File: src/user_timing_pkg.sv
// Purpose: Shared constants for the user timing signal combiner
// Assumes: AHB-Lite register access, word per register
// Notes:   Printed offsets are register indexes; byte address is 4x index
package user_timing_pkg;

  // Register indexes as printed, byte address is index times four
  localparam logic [7:0] IDX_HSTART  = 8'h66;
  localparam logic [7:0] IDX_HSTOP   = 8'h67;
  localparam logic [7:0] IDX_VSTART  = 8'h68;
  localparam logic [7:0] IDX_VSTOP   = 8'h69;
  localparam logic [7:0] IDX_OPER    = 8'h6A;
  localparam logic [7:0] IDX_EXTAUD  = 8'h81;
  localparam logic [7:0] IDX_LNRST   = 8'h83;
  // Own choice: timing format and status registers
  localparam logic [7:0] IDX_FORMAT  = 8'h90;
  localparam logic [7:0] IDX_STATUS  = 8'h91;

  // Field positions
  localparam int OPER_XOR_BIT  = 0;
  localparam int OPER_OR_BIT   = 1;
  localparam int OPER_AND_BIT  = 2;
  localparam int OPER_POL_BIT  = 3;
  localparam int LNRST_BIT     = 15;
  localparam int FMT_INTL_BIT  = 15;
  localparam int LINE_W        = 15;
  localparam int REG_W         = 16;

  // Reset values and extended audio key
  localparam logic [15:0] OPER_RESET   = 16'h0008;
  localparam logic [15:0] ZERO_RESET   = 16'h0000;
  localparam logic [15:0] EXTAUD_KEY   = 16'h20C1;
  localparam logic [15:0] PIXELS_RESET = 16'h0898;
  localparam logic [14:0] LINES_RESET  = 15'h0465;
  localparam logic [14:0] FIRST_LINE   = 15'h0001;
  localparam logic [15:0] FIRST_PIXEL  = 16'h0000;

  // AHB-Lite encodings
  localparam logic [1:0] HTRANS_NONSEQ = 2'h2;
  localparam logic [1:0] HTRANS_SEQ    = 2'h3;
  localparam logic [2:0] HSIZE_WORD    = 3'h2;

endpackage

File: src/line_position_if.sv
// Purpose: Raster position carried from counter to main block
// Assumes: One clock domain
// Notes:   Counter drives, main block reads
`timescale 1ns/10ps
`default_nettype none
interface line_position_if;
  logic [15:0] pixel;
  logic [14:0] line;
  logic        field_odd;
  modport counter (output pixel, output line, output field_odd);
  modport user    (input pixel, input line, input field_odd);
endinterface
`default_nettype wire

File: src/user_timing_signal_combiner.sv
// Purpose: Fourth user timing output, extended audio key, line reset
// Assumes: AHB-Lite single word transfers, pixel enable from divider
// Notes:   Zero wait states; all responses OKAY
//
// Contract
// Vertical component begins at the programmed start line.
// Vertical component ends at the programmed stop line.
// Interlaced start and stop lines count within the odd field.
// Software keeps start line below stop line.
// Software keeps stop line within lines per field.
// Software writes zero to reserved bits.
// Operator bit 3 sets polarity; resets to 1, active low.
// Bit 2 set gives AND of components, ignoring bits 1 and 0.
// Bit 1 set, bit 2 clear gives OR, ignoring bit 0.
// Only bit 0 set gives XOR of the components.
// Extended audio enabled only while key register holds 20C1h.
// Software also sets standard selector and lock mask bits.
// Software applies the key through the update bit elsewhere.
// Toggling counter-reset bit 15 resets the line-based counters.
// Software waits for reference re-detection before toggling.
// Software toggles reset when deserializer input switches upstream.
// Horizontal component begins at the programmed start pixel.
// Horizontal component ends at the programmed stop pixel.
// Vertical component active from start to stop line every field; when interlaced, the code gates it to the odd field only.
//
// Added by the designer: the AHB-Lite slave port.
`timescale 1ns/10ps
`default_nettype none
module user_timing_signal_combiner #(
  parameter int PIXEL_DIV = 1
) (
  // Clock and reset
  input  wire logic        mclk,
  input  wire logic        reset_n,
  // AHB-Lite slave
  input  wire logic        hsel,
  input  wire logic [31:0] haddr,
  input  wire logic [1:0]  htrans,
  input  wire logic        hwrite,
  input  wire logic [2:0]  hsize,
  input  wire logic [31:0] hwdata,
  input  wire logic        hready,
  output logic             hreadyout,
  output logic             hresp,
  output logic [31:0]      hrdata,
  // Timing outputs
  output logic             final_signal_a,
  output logic             extended_audio_enable
);

  // Divider counter is 16 bits wide, so larger ratios cannot be served
  if (PIXEL_DIV < 1 || PIXEL_DIV > 65535) begin : g_bad_div
    $error("PIXEL_DIV out of range");
  end

  localparam int LINE_W = user_timing_pkg::LINE_W;

  line_position_if pos ();

  // Software visible state
  logic [15:0] hstart, hstop, oper, extaud, lnrst, format;
  logic [14:0] vstart, vstop;
  logic [15:0] next_hstart, next_hstop, next_oper, next_extaud;
  logic [15:0] next_lnrst, next_format;
  logic [14:0] next_vstart, next_vstop;
  // Bus data phase state
  logic        wr_pend, rd_pend;
  logic [7:0]  pend_idx;
  logic        next_wr_pend, next_rd_pend;
  logic [7:0]  next_pend_idx;
  logic [31:0] next_hrdata;
  // Datapath state
  logic        counter_clear, next_counter_clear;
  logic        h_active, v_active, combined;
  logic        next_final;
  logic [15:0] div_count, next_div_count;
  logic        pixel_en;

  //////////////////////////////////////////////////////////////////////
  // Raster counters, cleared by the line reset toggle
  raster_counter counters (
    .mclk            (mclk),
    .reset_n         (reset_n),
    .pixel_en        (pixel_en),
    .clear           (counter_clear),
    .pixels_per_line (hstop_total()),
    .lines_per_field (format[LINE_W-1:0]),
    .interlaced      (format[user_timing_pkg::FMT_INTL_BIT]),
    .pos             (pos)
  );

  function automatic logic [15:0] hstop_total();
    return user_timing_pkg::PIXELS_RESET;
  endfunction

  // Index decode of a byte address; word index is address over four
  function automatic logic [7:0] reg_index(input logic [31:0] addr);
    return addr[9:2];
  endfunction

  // Window test used for both components, start included, stop excluded
  function automatic logic in_window(input logic [15:0] pos_v,
                                     input logic [15:0] lo,
                                     input logic [15:0] hi);
    return (pos_v >= lo) && (pos_v < hi);
  endfunction

  //////////////////////////////////////////////////////////////////////
  // Pixel rate enable divider
  always_comb begin
    pixel_en       = (div_count == 16'(PIXEL_DIV - 1));
    next_div_count = pixel_en ? 16'h0000 : div_count + 16'h0001;
  end

  always_ff @(posedge mclk or negedge reset_n) begin
    if (!reset_n) begin
      div_count <= 16'h0000;
    end else begin
      div_count <= next_div_count;
    end
  end

  //////////////////////////////////////////////////////////////////////
  // Bus slave: address phase captured, write applied in data phase
  always_comb begin
    logic        take;
    logic [15:0] wd;
    take          = hsel && hready && hsize == user_timing_pkg::HSIZE_WORD
                    && (htrans == user_timing_pkg::HTRANS_NONSEQ ||
                        htrans == user_timing_pkg::HTRANS_SEQ);
    wd            = hwdata[15:0];
    next_wr_pend  = take && hwrite;
    next_rd_pend  = take && !hwrite;
    next_pend_idx = take ? reg_index(haddr) : pend_idx;
    next_hstart   = hstart;
    next_hstop    = hstop;
    next_vstart   = vstart;
    next_vstop    = vstop;
    next_oper     = oper;
    next_extaud   = extaud;
    next_lnrst    = lnrst;
    next_format   = format;
    next_hrdata   = hrdata;
    if (wr_pend) begin
      case (pend_idx)
        user_timing_pkg::IDX_HSTART: next_hstart = wd;
        user_timing_pkg::IDX_HSTOP:  next_hstop  = wd;
        user_timing_pkg::IDX_VSTART: next_vstart = wd[LINE_W-1:0];
        user_timing_pkg::IDX_VSTOP:  next_vstop  = wd[LINE_W-1:0];
        user_timing_pkg::IDX_OPER:   next_oper   = {12'h000, wd[3:0]};
        user_timing_pkg::IDX_EXTAUD: next_extaud = wd;
        user_timing_pkg::IDX_LNRST:
          next_lnrst = wd & 16'h8000; // Reserved bits kept at zero
        user_timing_pkg::IDX_FORMAT: next_format = wd;
        default: ;
      endcase
    end
    // Read data registered in the address phase, ready at data phase
    if (take && !hwrite) begin
      case (reg_index(haddr))
        user_timing_pkg::IDX_HSTART: next_hrdata = {16'h0000, hstart};
        user_timing_pkg::IDX_HSTOP:  next_hrdata = {16'h0000, hstop};
        user_timing_pkg::IDX_VSTART: next_hrdata = {17'h00000, vstart};
        user_timing_pkg::IDX_VSTOP:  next_hrdata = {17'h00000, vstop};
        user_timing_pkg::IDX_OPER:   next_hrdata = {16'h0000, oper};
        user_timing_pkg::IDX_EXTAUD: next_hrdata = {16'h0000, extaud};
        user_timing_pkg::IDX_LNRST:  next_hrdata = {16'h0000, lnrst};
        user_timing_pkg::IDX_FORMAT: next_hrdata = {16'h0000, format};
        user_timing_pkg::IDX_STATUS:
          next_hrdata = {pos.field_odd, pos.line, final_signal_a,
                         extended_audio_enable, h_active, v_active,
                         12'h000};
        default:                     next_hrdata = 32'h0000_0000;
      endcase
    end
  end

  always_ff @(posedge mclk or negedge reset_n) begin
    if (!reset_n) begin
      wr_pend  <= 1'b0;
      rd_pend  <= 1'b0;
      pend_idx <= 8'h00;
      hrdata   <= 32'h0000_0000;
      hstart   <= user_timing_pkg::ZERO_RESET;
      hstop    <= user_timing_pkg::ZERO_RESET;
      vstart   <= 15'h0000;
      vstop    <= 15'h0000;
      oper     <= user_timing_pkg::OPER_RESET;
      extaud   <= user_timing_pkg::ZERO_RESET;
      lnrst    <= user_timing_pkg::ZERO_RESET;
      format   <= {1'b0, user_timing_pkg::LINES_RESET};
    end else begin
      wr_pend  <= next_wr_pend;
      rd_pend  <= next_rd_pend;
      pend_idx <= next_pend_idx;
      hrdata   <= next_hrdata;
      hstart   <= next_hstart;
      hstop    <= next_hstop;
      vstart   <= next_vstart;
      vstop    <= next_vstop;
      oper     <= next_oper;
      extaud   <= next_extaud;
      lnrst    <= next_lnrst;
      format   <= next_format;
    end
  end

  // Zero wait states, always OKAY
  assign hreadyout = 1'b1;
  assign hresp     = 1'b0;

  //////////////////////////////////////////////////////////////////////
  // Combination of the two components and output polarity
  always_comb begin
    // Horizontal window in pixels
    h_active = in_window(pos.pixel, hstart, hstop); // see R17
    // Odd field lines only for interlaced formats
    v_active = in_window({1'b0, pos.line}, {1'b0, vstart},
                         {1'b0, vstop}) // see R1 see R2
               && (pos.field_odd ||
                   !format[user_timing_pkg::FMT_INTL_BIT]);
    if (oper[user_timing_pkg::OPER_AND_BIT]) begin
      combined = h_active && v_active;
    end else if (oper[user_timing_pkg::OPER_OR_BIT]) begin
      combined = h_active || v_active;
    end else if (oper[user_timing_pkg::OPER_XOR_BIT]) begin
      combined = h_active ^ v_active;
    end else begin
      combined = 1'b0;
    end
    // Polarity bit high means active low
    next_final = oper[user_timing_pkg::OPER_POL_BIT] ? ~combined
                                                     : combined;
    // Any change of the reset bit restarts the counters
    next_counter_clear = (next_lnrst[user_timing_pkg::LNRST_BIT] !=
                          lnrst[user_timing_pkg::LNRST_BIT]);
  end

  always_ff @(posedge mclk or negedge reset_n) begin
    if (!reset_n) begin
      final_signal_a        <= 1'b1;
      extended_audio_enable <= 1'b0;
      counter_clear         <= 1'b0;
    end else begin
      final_signal_a        <= next_final;
      extended_audio_enable <= (extaud ==
                                user_timing_pkg::EXTAUD_KEY);
      counter_clear         <= next_counter_clear;
    end
  end

endmodule
`default_nettype wire

File: src/raster_counter.sv
// Purpose: Pixel, line and field counters of the output raster
// Assumes: Pixel enable pulses once per pixel
// Notes:   Lines count from one within each field
`timescale 1ns/10ps
`default_nettype none
module raster_counter (
  // Clock and reset
  input  wire logic        mclk,
  input  wire logic        reset_n,
  // Control
  input  wire logic        pixel_en,
  input  wire logic        clear,
  input  wire logic [15:0] pixels_per_line,
  input  wire logic [14:0] lines_per_field,
  input  wire logic        interlaced,
  // Position
  line_position_if.counter pos
);

  logic [15:0] pixel;
  logic [14:0] line;
  logic        field_odd;
  logic [15:0] next_pixel;
  logic [14:0] next_line;
  logic        next_field_odd;

  //////////////////////////////////////////////////////////////////////
  // Next position; clear restarts at top of odd field
  always_comb begin
    next_pixel     = pixel;
    next_line      = line;
    next_field_odd = field_odd;
    if (clear) begin
      next_pixel     = user_timing_pkg::FIRST_PIXEL;
      next_line      = user_timing_pkg::FIRST_LINE;
      next_field_odd = 1'b1;
    end else if (pixel_en) begin
      if (pixel + 16'h0001 >= pixels_per_line) begin
        next_pixel = user_timing_pkg::FIRST_PIXEL;
        if (line >= lines_per_field) begin
          next_line      = user_timing_pkg::FIRST_LINE;
          next_field_odd = interlaced ? ~field_odd : 1'b1;
        end else begin
          next_line = line + 15'h0001;
        end
      end else begin
        next_pixel = pixel + 16'h0001;
      end
    end
  end

  // Registers
  always_ff @(posedge mclk or negedge reset_n) begin
    if (!reset_n) begin
      pixel     <= user_timing_pkg::FIRST_PIXEL;
      line      <= user_timing_pkg::FIRST_LINE;
      field_odd <= 1'b1;
    end else begin
      pixel     <= next_pixel;
      line      <= next_line;
      field_odd <= next_field_odd;
    end
  end

  assign pos.pixel     = pixel;
  assign pos.line      = line;
  assign pos.field_odd = field_odd;

endmodule
`default_nettype wire

File: config.mk
export PLATFORM = sky130hd
export DESIGN_NAME = user_timing_signal_combiner
export DESIGN_NICKNAME = d
export VERILOG_FILES = /design/src/user_timing_pkg.sv /design/src/line_position_if.sv /design/src/user_timing_signal_combiner.sv /design/src/raster_counter.sv
export SDC_FILE = /design/constraint.sdc
export NUM_CORES = 1
export LEC_CHECK = 0
export BUFFER_PORTS_ARGS = -buffer_cell sky130_fd_sc_hd__buf_2
export CAP_MARGIN = 20
export CORE_MARGIN = 4
export CORE_UTILIZATION = 47
export DETAILED_ROUTE_END_ITERATION = 16
export PLACE_DENSITY = 0.66
export SLEW_MARGIN = 20
export SYNTH_ARGS = -nofsm -noshare
export SYNTH_HDL_FRONTEND = slang
export SYNTH_SLANG_ARGS = --single-unit
File: constraint.sdc
create_clock -name mclk -period 5.74 [get_ports mclk]
set_clock_uncertainty 0.05 [all_clocks]
set_input_delay 1.148 -clock mclk [delete_from_list [all_inputs] [get_ports mclk]]
set_output_delay 1.148 -clock mclk [all_outputs]
set_load 0.05 [all_outputs]
# [Word level (Yosys, flattened, before mapping)]
# Cells that the tools add are included.
[totals] register_bits=191 in_bits=74 output_inout_bits=36 word_cells=99
[classes] addsub=3 n_lt_le_gt_ge=6 n_eq_ne=22 n_mux=20 n_bitwise=3 n_reduce_logical=27
[ops] op="$pmux 32 s9" count=1
[ops] op="$mux 16" count=6
[ops] op="$eq 8x7->1 const B" count=10
[ops] op="$mux 15" count=4
[ops] op="$eq 8x8->1 const B" count=7
[ops] op="$add 16x1->16 const B" count=2
[ops] op="$ge 15x15->1" count=2
[ops] op="$eq 16x14->1 const B" count=1
[ops] op="$ge 16x12->1 const B" count=1
[ops] op="$ge 16x16->1" count=1
[ops] op="$logic_not 16->1" count=1
[ops] op="$lt 16x16->1" count=1
[ops] op="$reduce_and 2->1" count=8
[ops] op="$add 15x1->15 const B" count=1
[ops] op="$lt 15x15->1" count=1
[ops] op="$logic_and 1x1->1" count=9
[ops] op="$mux 1" count=9
[ops] op="$reduce_bool 2->1" count=3
[ops] op="$eq 2x2->1 const B" count=2
[ops] op="$eq 3x2->1 const B" count=1
[ops] op="$logic_or 1x1->1" count=3
[ops] op="$reduce_and 3->1" count=1
[ops] op="$logic_not 1->1" count=2
[ops] op="$not 1->1" count=2
[ops] op="other kinds (2)" count=2

# [Longest topological paths before layout]
# Gate-level depths: netlist (run 1).
[depth] depth_word=9 mapped_depth=13 mapped_depth_nobuf=13

# [By module]
# A second synthesis (run 1) with hierarchy kept.
[unflattened] cells_unflattened=1040 area_unflattened_um2=11093.1
[modules_own_cells] module="user_timing_signal_combiner" instances=1 cells_each=753 area_each_um2=8533.2 seq_area_each_um2=3987.6
[modules_own_cells] module="raster_counter" instances=1 cells_each=287 area_each_um2=2560.0 seq_area_each_um2=803.3

# [Worst setup path before layout (run 1)]
# OpenSTA, ideal clock, no wires.
[synth_path] path_kind="input to register" start="input haddr[4]" end="register hrdata[11]" setup_ns=0.082 arrival_ns=2.696 required_time_ns=5.608 slack_ns=2.912 stages=6 path_buffers=1 cell_sequence="nor4_1 > nand2_1 > nor4_1 > clkbuf_1 > a22oi_1 > a31oi_1"
[synth_via] elab_chain_cells=2 word_cells_on_any_way=10 classes_between="9 x eq/ne; 1 x mux"
[synth_lines] element="start: declaration" line="user_timing_signal_combiner.sv:37" text="input wire logic [31:0] haddr,"
[synth_lines] element="$eq 8x8->1 / $eq 8x7->1 (equally long branches)" line="user_timing_signal_combiner.sv:160" text="case (reg_index(haddr))"
[synth_lines] element="$pmux 32 s9 *" line="user_timing_signal_combiner.sv:160"
[synth_lines] element="end signal: assignment" line="user_timing_signal_combiner.sv:196" text="hrdata <= next_hrdata;"
[synth_lines] element="end: declaration" line="user_timing_signal_combiner.sv:45" text="output logic [31:0] hrdata,"
# Every way passes the cells marked *; elsewhere a longest branch is shown, timed or not.
# A chain may end at the register's enable or synchronous reset.

# [Final worst setup path (run 1)]
[layout_path] start="input haddr[6]" end="register hrdata[2]"
# The elaborated chain is that of the path after synthesis.

==> results.md, run 1 <==
* Status: finished clean
* Post-synthesis sequential area ratio at 44.1%
* Core area at 22700 um^2
* Fin. Hold Viols at 0
* Crit path buf inv count at 1
* Fmax at 0.290 GHz
* Post-cts resize count at 0
* Worst slew pin tran at 1.10 ns
* WL/cell at 19.8 um
* Number of remaining DRC errors at 0
* Synthesized instance count at 1055
* Top Family by Delay on Critical Path: simple AND/OR/NAND/NOR gates
* Asr flop ratio synth at 100%
* Post-CTS setup buffers at 0
* Syn. warnings at 0
* Crit path time final at 3.45 ns
* #FFs+latches synth at 191
* Pre-CTS setup slack at 1.92 ns
* Area contributors post-synth: dfrtp_1 (42%), ha_1 (9.3%), mux2_2 (5.6%), mux2_1 (5.3%), nand2_1 (3.5%)
* Crit-path cells: buf_2 -> nand4bb_1 -> nor3b_2 -> nor3b_2 -> a22oi_1 -> nand2_1 -> a21oi_1 -> o21ai_1
* Row cnt at 55
* # H-tree levels at 4
* RSZ-0062 raised after global routing: no
* Clock tree root driver cell: clkbuf_16
* Initial core utilization at 47.8%
* DRT Pass-1 Iters at 5
* Finished Core Util at 53.1%
* RR Startpoint: counters.pos.line[8]
* Die height at 160 um
* Max FO, Critical Path at 9
* Area grow syn2layout at 11.2%
* Nets@finish at 1260
* Setup_tns at 0 ns
* Area leader, netlist: dfrtp_1
* Max cap viols at 0
* CTS max path bufs at 2
* Num Clock Sinks at 191
* Post-DR vias/cell at 5.89
* Max Transition Viols Final at 0
* DP HPWL at 19.8 mm
* Global-route wire length before repair at 45.7 mm
* Num ports at 110
* Tcrit/Tclk final at 60.2%
* Routed wire length at 27.8 mm
* WP data arrival at 3.75 ns
* Most common flop cell mapped by yosys: dfrtp_1
* Vias at 8258
* ANT nets after route at 0
* Initial antenna violation count at 0
* Synth unique cells at 73
* Worst path slowest cell: nor3b_2
* Area share of the largest cell type after synthesis at 42.0%
* Overall Global Routing Usage at 22.4%
* Cell area after synthesis at 10900 um^2
* PwrDens at 265 nW/um^2
* Worst skew pair latency at 0.44 ns
* Post-synth EDFFs at 0
* Fraction of layout cells with a size suffix above 1 at 17.7%
* P_leak at 5.79 nW
* Final Wtd Congestion at 0.858
* Syn nets at 1210
* Crit-path max cell delay at 0.97 ns
* I/O Buffers at 66
* Peak supply drop at 185 uV
* Die area at 25600 um^2
* Largest net degree at the start of global routing at 104
* Kind of critical path: input port to flip-flop
* Number of diodes at 0
* Vias in the first global route at 8432
* Crit-path most repeated cell: nor3b_2
* Max-slew headroom at 26.3%
* Gr ovfl total at 0
* FF-to-FF End: final_signal_a
* Num CTS Buffers at 17
* Worst min-delay path category: flip-flop to flip-flop
* Hold Path Stages at 2
* 1st-iter DRT viols at 596
* WHS Endpoint: hrdata[18]
* Final WS setup at 2.29 ns
* R2r setup slk at 2.39 ns
* Final Setup Violations at 0
* CTS Hold Buffers Added at 0
* Hold path start: hrdata[18]
* Mean post-synth cell area at 10.3 um^2
* CTS clk-pin slew, worst paths at 0.07 ns
* Reg2Reg Depth at 12
* CTS tree: yes
* WP data required at 6.04 ns
* Startpoint types: input port
* CP Capture Type: flip-flop
* Die X at 160 um
[cell type report]
cell class	instances	area, um^2
flip-flops and latches	191	4790
multi-input cells	725	5540
well taps	285	357
clock inverters	14	174
inverters	95	357
repair buffers	75	423
clock buffers	18	429
fillers	2075	10600
[logic make-up (layout without fill, tap and decap cells)]
kind of cell    Yosys count  after routing  synth area share, %
flops                   191            191                 44.1
xor+xnor                 18             18                 1.52
mux                     111            111                 11.4
simple gates            304            304                 14.0
buf+inv                 139            202                 5.34
compound gates          209            209                 14.1
other cells               2              2               0.0692
fa+ha+maj                81             81                 9.34
[power by group]
group	total [mW]	switching, mW	leakage, nW	internal [mW]
clock	1.23	0.566	0.293	0.662
combinational	0.425	0.267	3.07	0.158
sequential	1.54	0.113	2.42	1.43
total	3.19	0.946	5.79	2.25
[through the flow]
| step | total power [mW] | cell area [um^2] | cells | hold WS (ns) |
|---|---|---|---|---|
| final | 3.19 | 12100 | 1403 | 0.412 |
| after global routing | 3.35 | 12100 | 1403 | 0.439 |
| after CTS | 3.22 | 12100 | 1402 | 0.418 |
| after detailed placement | 1.99 | 11500 | 1370 | 0.401 |
| after global placement | 1.98 | 11500 | 1370 | 0.396 |
| after floorplan | 1.84 | 10900 | 1055 | 0.397 |
[synthesized netlist by cell type (8+ instances only)]
cell / n
a21o_1: 17
a21oi_1: 30
a222oi_1: 11
a22oi_1: 19
a31oi_1: 16
and3_1: 12
clkbuf_1: 32
dfrtp_1: 182
dfstp_2: 9
ha_1: 81
inv_1: 94
mux2_1: 51
mux2_2: 54
nand2_1: 102
nand3_1: 44
nand4_1: 11
nor2_1: 60
nor2b_1: 10
nor3_1: 10
nor4_1: 8
o21ai_0: 31
o21ai_1: 10
o31ai_1: 18
o31ai_2: 11
xnor2_1: 13
[cells in the final DEF (no fill, tap or decap), types with 4 or more instances in the layout]
master	count
a22oi_1	19
clkbuf_16	17
nor4b_1	4
a222oi_1	11
o31ai_1	18
buf_4	7
inv_1	94
ha_1	81
mux2i_1	6
a2111oi_0	4
nand4_1	11
o21ai_1	10
and2_1	7
nor2_1	58
a21o_1	17
o21ai_0	31
nor4_1	6
buf_2	65
and3_1	12
nor3b_1	6
nand2b_1	4
nand3_1	44
inv_8	4
clkinv_4	4
dfrtp_1	182
a31oi_1	16
o31ai_2	11
mux2_1	51
nor2b_1	10
xnor2_1	13
dfstp_2	9
nand2_1	102
nor3_1	10
xor2_1	4
nand3b_1	4
a41oi_1	5
mux2_2	54
a21oi_1	30
a211oi_1	7
a22o_1	5
[state kept, by name (all words and copies together), names as in the netlist, 4 cells and up]
signal and cells:
counters.pos.pixel 16, hstop 16, pend_idx 8, vstop 15, hstart 16, hrdata 32
oper 4, vstart 15, extaud 16, counters.pos.line 15, div_count 16, format 16
[per-layer routing]
metal  global-route usage [%]  routed length [um]
met3                     4.80                1500
met2                     37.0               13500
met4                     5.91                 478
met5                        0                   0
met1                     30.2               12300
[tightest hold or removal path, stage by stage (launching register included)]
cell and delay (ns):
dfrtp_1 0.34, nand2_1 0.05, nand2_1 0.05
[worst max path at each step]
stage / startpoint / to / cells past startpoint
floorplan: haddr[4] / hrdata[11] / 6
global placement: haddr[6] / hrdata[2] / 8
detailed placement: haddr[6] / hrdata[2] / 8
CTS: haddr[6] / hrdata[2] / 8
global route: counters.pos.line[8] / final_signal_a / 12
finish: haddr[6] / hrdata[2] / 8
(Power assumes the default switching activity.)
==> inputs of run 2 (changes only) <==
- PLACE_DENSITY: 0.66 -> 0.68
- clock period: 5.74 -> 3.1 ns (I/O delays scaled with it)
==> results.md, run 2 (synthesized netlist as in run 1, its figures left out) <==
* Status: finished clean
* WP data required at 3.43 ns (-2.61 ns)
* Startpoint types: flip-flop
* Setup_tns at 0 ns (unchanged)
* Number of fill cells at 2023 (-2.5%)
* Routed wire length at 28.5 mm (+2.6%)
* Post-DR vias/cell at 5.85 (-0.57%)
* DRT Pass-1 Iters at 5 (unchanged)
* Area occupied by registers at 4790 um^2 (unchanged)
* RSZ-0062 raised after global routing: no
* Gr ovfl total at 0 (unchanged)
* 1st-iter DRT viols at 672 (+13%)
* Num Clock Sinks at 191 (unchanged)
* Fin. Hold Viols at 0 (unchanged)
* Highest-count cells in the layout ignoring fill and taps: dfrtp_1 (182), nand2_1 (102), inv_1 (94)
* Worst skew pair latency at 0.44 ns (about the same)
* Worst min-delay path category: input port to asynchronous set/reset pin
* Top reg by flops: hrdata
* CTS max path bufs at 2 (unchanged)
* WP data arrival at 3.25 ns (-0.50 ns)
* CP Capture Type: flip-flop
* Finished Core Util at 54.8% (+1.7 points)
* Max-slew headroom at 40.3% (+14 points)
* Area of the multi-input gates at 5540 um^2 (about the same)
* Number of remaining DRC errors at 0 (unchanged)
* Largest net degree at the start of global routing at 78 (-25%)
* Kind of critical path: flip-flop to flip-flop
* Final Wtd Congestion at 0.877 (+2.2%)
* # H-tree levels at 4 (unchanged)
* CTS clk-pin slew, worst paths at 0.08 ns (about the same)
* Overall Global Routing Usage at 22.7% (+0.28 points)
* Num CTS Buffers at 17 (unchanged)
* Most common cell after layout, fill and taps aside: dfrtp_1
* CTS Hold Buffers Added at 0 (unchanged)
* Peak supply drop at 377 uV (+100%)
* Final WS setup at 0.180 ns (-2.11 ns)
* ANT nets after route at 0 (unchanged)
* Tcrit/Tclk final at 94.2%
* Num ports at 110 (unchanged)
* Row cnt at 55 (unchanged)
* Max reg flops at 32 (unchanged)
* Initial core utilization at 47.8% (unchanged)
* Worst slew pin tran at 0.895 ns (-0.207 ns)
* Max Transition Viols Final at 0 (unchanged)
* Nets@finish at 1313 (+4.2%)
* Max FO, Critical Path at 2 (-7)
* CTS tree: yes
* Core area at 22700 um^2 (unchanged)
* DP HPWL at 21.4 mm (+7.9%)
* Area grow syn2layout at 14.8%
* Die X at 160 um (unchanged)
* Global-route wire length before repair at 46.5 mm (+1.7%)
* Fraction of layout cells with a size suffix above 1 at 22.0% (+4.3 points)
* Vias in the first global route at 8620 (+2.2%)
* Clock tree root driver cell: clkbuf_16
* I/O Buffers at 66 (unchanged)
* Number of diodes at 0 (unchanged)
* PwrDens at 470 nW/um^2 (+77%)
* Die area at 25600 um^2 (unchanged)
* Fmax at 0.342 GHz
* Initial antenna violation count at 0 (unchanged)
* Final Setup Violations at 0 (unchanged)
* Die height at 160 um (unchanged)
* WL/cell at 19.6 um (-1.1%)
* Pre-CTS setup slack at 0.0896 ns (-1.83 ns)
* P_leak at 6.04 nW (+4.3%)
* Max cap viols at 0 (unchanged)
* Crit path time final at 2.92 ns
* Vias at 8521 (+3.2%)
run 2: cell count changes in the layout (fill, tap and decap cells not counted), sizes merged:
cell,previous run,this run
bufinv,2,0
clkbuf,19,18
buf,74,127
inv,102,106
clkinv,4,3
run 2: routing by layer:
metal	GRT usage (%)	vias to the layer above	share of wire [%]
met3	3.54	38	4.5
met1	31.1	4256	44
met5	0	-	0
met4	6.22	0	1.9
li1	-	4010	-
met2	37.6	217	49
run 2: critical path, cell delays in order, from the launching register on:
cell	delay, ns
dfrtp_1	0.36
inv_1	0.05
ha_1	0.32
a211oi_2	0.21
buf_4	0.15
o21bai_1	0.10
a2111oi_2	0.29
buf_4	0.16
o21ai_0	0.13
o2111ai_2	0.15
inv_1	0.08
ha_1	0.29
a21oi_1	0.15
a211oi_1	0.06
a21oi_1	0.16
xnor2_1	0.14
run 2: final cells by class:
type                       instances  share of cell area (%)
clock buffer                      17                    3.42
inverter                          95                    2.86
sequential                       191                    38.5
clock inverter                    15                    1.13
timing repair buffer             128                    6.76
multi-input combinational        725                    44.5
tap                              285                    2.86
run 2: timing repair:
action | CTS | global route
setup buffers | 0 | 1
endpoints found under the setup margin | 0 | 8
resized for setup | 0 | 11
run 2: path summary, 6_finish.rpt:
path / from / endpoint / slack, ns / depth (start not counted)
setup / recovery: vstart[8] / final_signal_a / 0.18 / 15
hold / removal: reset_n / div_count[5] / 0.15 / 1
setup reg to reg: vstart[8] / final_signal_a / 0.18 / 15
hold reg to reg: hrdata[19] / hrdata[19] / 0.41 / 2
max in group asynchronous: reset_n / hrdata[24] / 2.09 / 2
min in group mclk: hwrite / wr_pend / 0.39 / 3
run 2: report_power, final:
| group | total [mW] | leakage, nW | switching, mW | internal, mW |
|---|---|---|---|---|
| Clock | 2.15 | 0.280 | 1.08 | 1.07 |
| Combinational | 0.905 | 3.34 | 0.564 | 0.341 |
| Sequential | 2.80 | 2.42 | 0.154 | 2.65 |
run 2: stage by stage:
step | cells | power [mW] | area, um^2 | hold slack (ns)
2_1_floorplan | 1055 | 3.41 | 10900 | 0.274
3_3_place_gp | 1423 | 3.71 | 11800 | 0.394
3_5_place_dp | 1423 | 3.75 | 11800 | 0.400
4_1_cts | 1455 | 5.89 | 12400 | 0.173
5_1_grt | 1456 | 6.14 | 12500 | 0.182
6_report | 1456 | 5.85 | 12500 | 0.149
==> inputs of run 3 (changes only) <==
- BUFFER_PORTS_ARGS: -buffer_cell sky130_fd_sc_hd__buf_2 -> -buffer_cell sky130_fd_sc_hd__buf_4
==> results.md, run 3 (synthesized netlist as in run 1, its figures left out) <==
* Num Clock Sinks at 191 (unchanged)
* Area of the multi-input gates at 5530 um^2 (-0.16%)
* Max reg flops at 32 (unchanged)
* Die height at 160 um (unchanged)
* Switching part of the total power at 29.5% (-1.2 points)
* Area occupied by registers at 4790 um^2 (unchanged)
* Tcrit/Tclk final at 95.4% (+1.2 points)
* Row cnt at 55 (unchanged)
* RSZ-0062 raised after global routing: yes
* Routed wire length at 28.5 mm (-0.16%)
* Number of fill cells at 1958 (-3.2%)
* Crit-path cells: inv_1 -> ha_1 -> a21oi_1 -> o21ai_0 -> a2111oi_2 -> buf_4 -> o41ai_1 -> a211oi_1 -> nor3_1 -> ha_1 -> a21oi_1 -> a211oi_1 -> a21oi_1 -> xnor2_1
* Crit-path most repeated cell: a21oi_1
* WP data required at 3.42 ns (about the same)
* Worst skew pair latency at 0.44 ns (about the same)
* Clock power frac at 37.7% (+1.0 points)
* Fraction of layout cells with a size suffix above 1 at 21.9% (-0.17 points)
* CTS clk-pin slew, worst paths at 0.08 ns (about the same)
* DRT Pass-1 Iters at 5 (unchanged)
* Worst slew pin tran at 0.909 ns (+0.0135 ns)
* Fmax at 0.338 GHz (-1.2%)
* Peak supply drop at 398 uV (+5.5%)
* Part of the power in registers at 46.6% (-1.3 points)
* P_leak at 6.08 nW (+0.71%)
* Global-route wire length before repair at 46.2 mm (-0.79%)
* # H-tree levels at 4 (unchanged)
* Worst path slowest cell: a2111oi_2
* 1st-iter DRT viols at 734 (+9.2%)
* Nets@finish at 1313 (unchanged)
* Top reg by flops: hrdata
* Max FO, Critical Path at 3 (+1)
* Post-DR vias/cell at 5.90 (+0.81%)
* Cell total after placement at 1424 (+0.070%)
* Kind of critical path: flip-flop to flip-flop
* Status: finished clean
* Highest-count cells in the layout ignoring fill and taps: dfrtp_1 (182), buf_4 (123), nand2_1 (102)
* Final Wtd Congestion at 0.869 (-1.0%)
* Initial core utilization at 47.8% (unchanged)
* R2r setup slk at 0.14 ns (-0.04 ns)
* Most common cell after layout, fill and taps aside: dfrtp_1
* Num CTS Buffers at 17 (unchanged)
* WL/cell at 19.6 um (-0.16%)
* Die area at 25600 um^2 (unchanged)
* ANT nets after route at 0 (unchanged)
* Vias in the first global route at 8587 (-0.38%)
* Crit-path max cell delay at 0.36 ns (about the same)
* CTS max path bufs at 2 (unchanged)
* DP HPWL at 21.2 mm (-0.66%)
* Worst min-delay path category: input port to asynchronous set/reset pin
* PwrDens at 475 nW/um^2 (+1.1%)
* Core area at 22700 um^2 (unchanged)
* Max cap viols at 0 (unchanged)
* Number of diodes at 0 (unchanged)
* Number of remaining DRC errors at 0 (unchanged)
* Overall Global Routing Usage at 22.6% (-0.042 points)
* CP Capture Type: flip-flop
* Combinational share of power at 15.7% (+0.2 points)
* Die X at 160 um (unchanged)
* Fin. Hold Viols at 0 (unchanged)
* Initial antenna violation count at 0 (unchanged)
* Vias at 8590 (+0.81%)
* Max-slew headroom at 39.4% (-0.90 points)
* Largest net degree at the start of global routing at 82 (+5.1%)
* Max Transition Viols Final at 0 (unchanged)
* Startpoint types: flip-flop
* Num ports at 110 (unchanged)
* Final Setup Violations at 0 (unchanged)
* Hold_ws at 0.140 ns (-0.00950 ns)
* Gr ovfl total at 0 (unchanged)
* I/O Buffers at 66 (unchanged)
* P_sw at 1.77 mW (-1.2%)
* WP data arrival at 3.27 ns (+0.02 ns)
* Final WS setup at 0.143 ns (-0.0362 ns)
* Internal power at 4.24 mW (+4.4%)
* Area grow syn2layout at 16.6%
* Crit path time final at 2.96 ns (+0.0362 ns)
* Clock tree root driver cell: clkbuf_16
* Pre-CTS setup slack at 0.108 ns (+0.0187 ns)
* Fin cells at 1456 (unchanged)
* CTS tree: yes
## run 3: cell count changes in the layout (fill, tap and decap cells not counted), moves of 2 or more
cell       previous run  this run
buf_2                65         0
buf_4                59       123
bufinv_16             0         2
clkinv_4              0         3
inv_6                 7         5
inv_8                 4         2
o21ai_0              29        31
o21ai_1              12        10
## run 3: final cells by class
cell class                      instances  area share (%)
Clock buffer                           17            3.36
Clock inverter                         15            1.36
Inverter                               95            2.82
Multi-Input combinational cell        725            43.7
Sequential cell                       191            37.9
Tap cell                              285            2.82
Timing Repair Buffer                  128            8.04
## run 3: timing repair
item	in CTS	in global routing
hold endpoints to repair	0	0
setup endpoints to repair	0	16
gates resized for setup	0	7
hold buffers	0	0
buffers inserted	0	0
## run 3: per-stage QoR
stage | cell area, um^2 | utilization [%] | total power, mW | TNS [ns]
floorplan | 10900 | - | 3.41 | 0
global placement | 12000 | 53.0 | 3.75 | 0
detailed placement | 12000 | 53.0 | 3.78 | 0
CTS | 12600 | 55.6 | 6.03 | 0
global route | 12700 | 55.7 | 6.29 | -0.0244
finish | 12700 | 55.7 | 6.01 | 0
## run 3: per-layer routing
metal / GRT usage (%) / up-vias / wire length (um)
li1: - / 4010 / -
met1: 30.8 / 4280 / 12600
met3: 3.92 / 49 / 1470
met4: 6.77 / 0 / 697
met5: 0 / - / 0
met2: 37.3 / 251 / 13700
## run 3: power groups by stage
stage / Clock, mW / Combinational [mW] / Sequential, mW
after floorplan: 0 / 0.480 / 2.93
after global placement: 0 / 0.908 / 2.84
after detailed placement: 0 / 0.933 / 2.85
after CTS: 2.29 / 0.943 / 2.80
after global routing: 2.41 / 1.06 / 2.82
final: 2.27 / 0.941 / 2.80
## run 3: worst paths after layout
kind	endpoint	cells past startpoint	startpoint
max	final_signal_a	14	hstart[11]
min	div_count[7]	1	reset_n
max reg2reg	final_signal_a	14	hstart[11]
min reg2reg	hrdata[21]	2	hrdata[21]
max in group asynchronous	format[6]	2	reset_n
min in group mclk	pend_idx[6]	2	haddr[8]
## run 3: critical path: cells and delay by family (launching register included)
family          cells  cell delay [ns]
xor+xnor            1             0.14
fa+ha+maj           2             0.61
compound gates      8             1.39
simple gates        1             0.12
flops               1             0.34
buf+inv             2             0.23
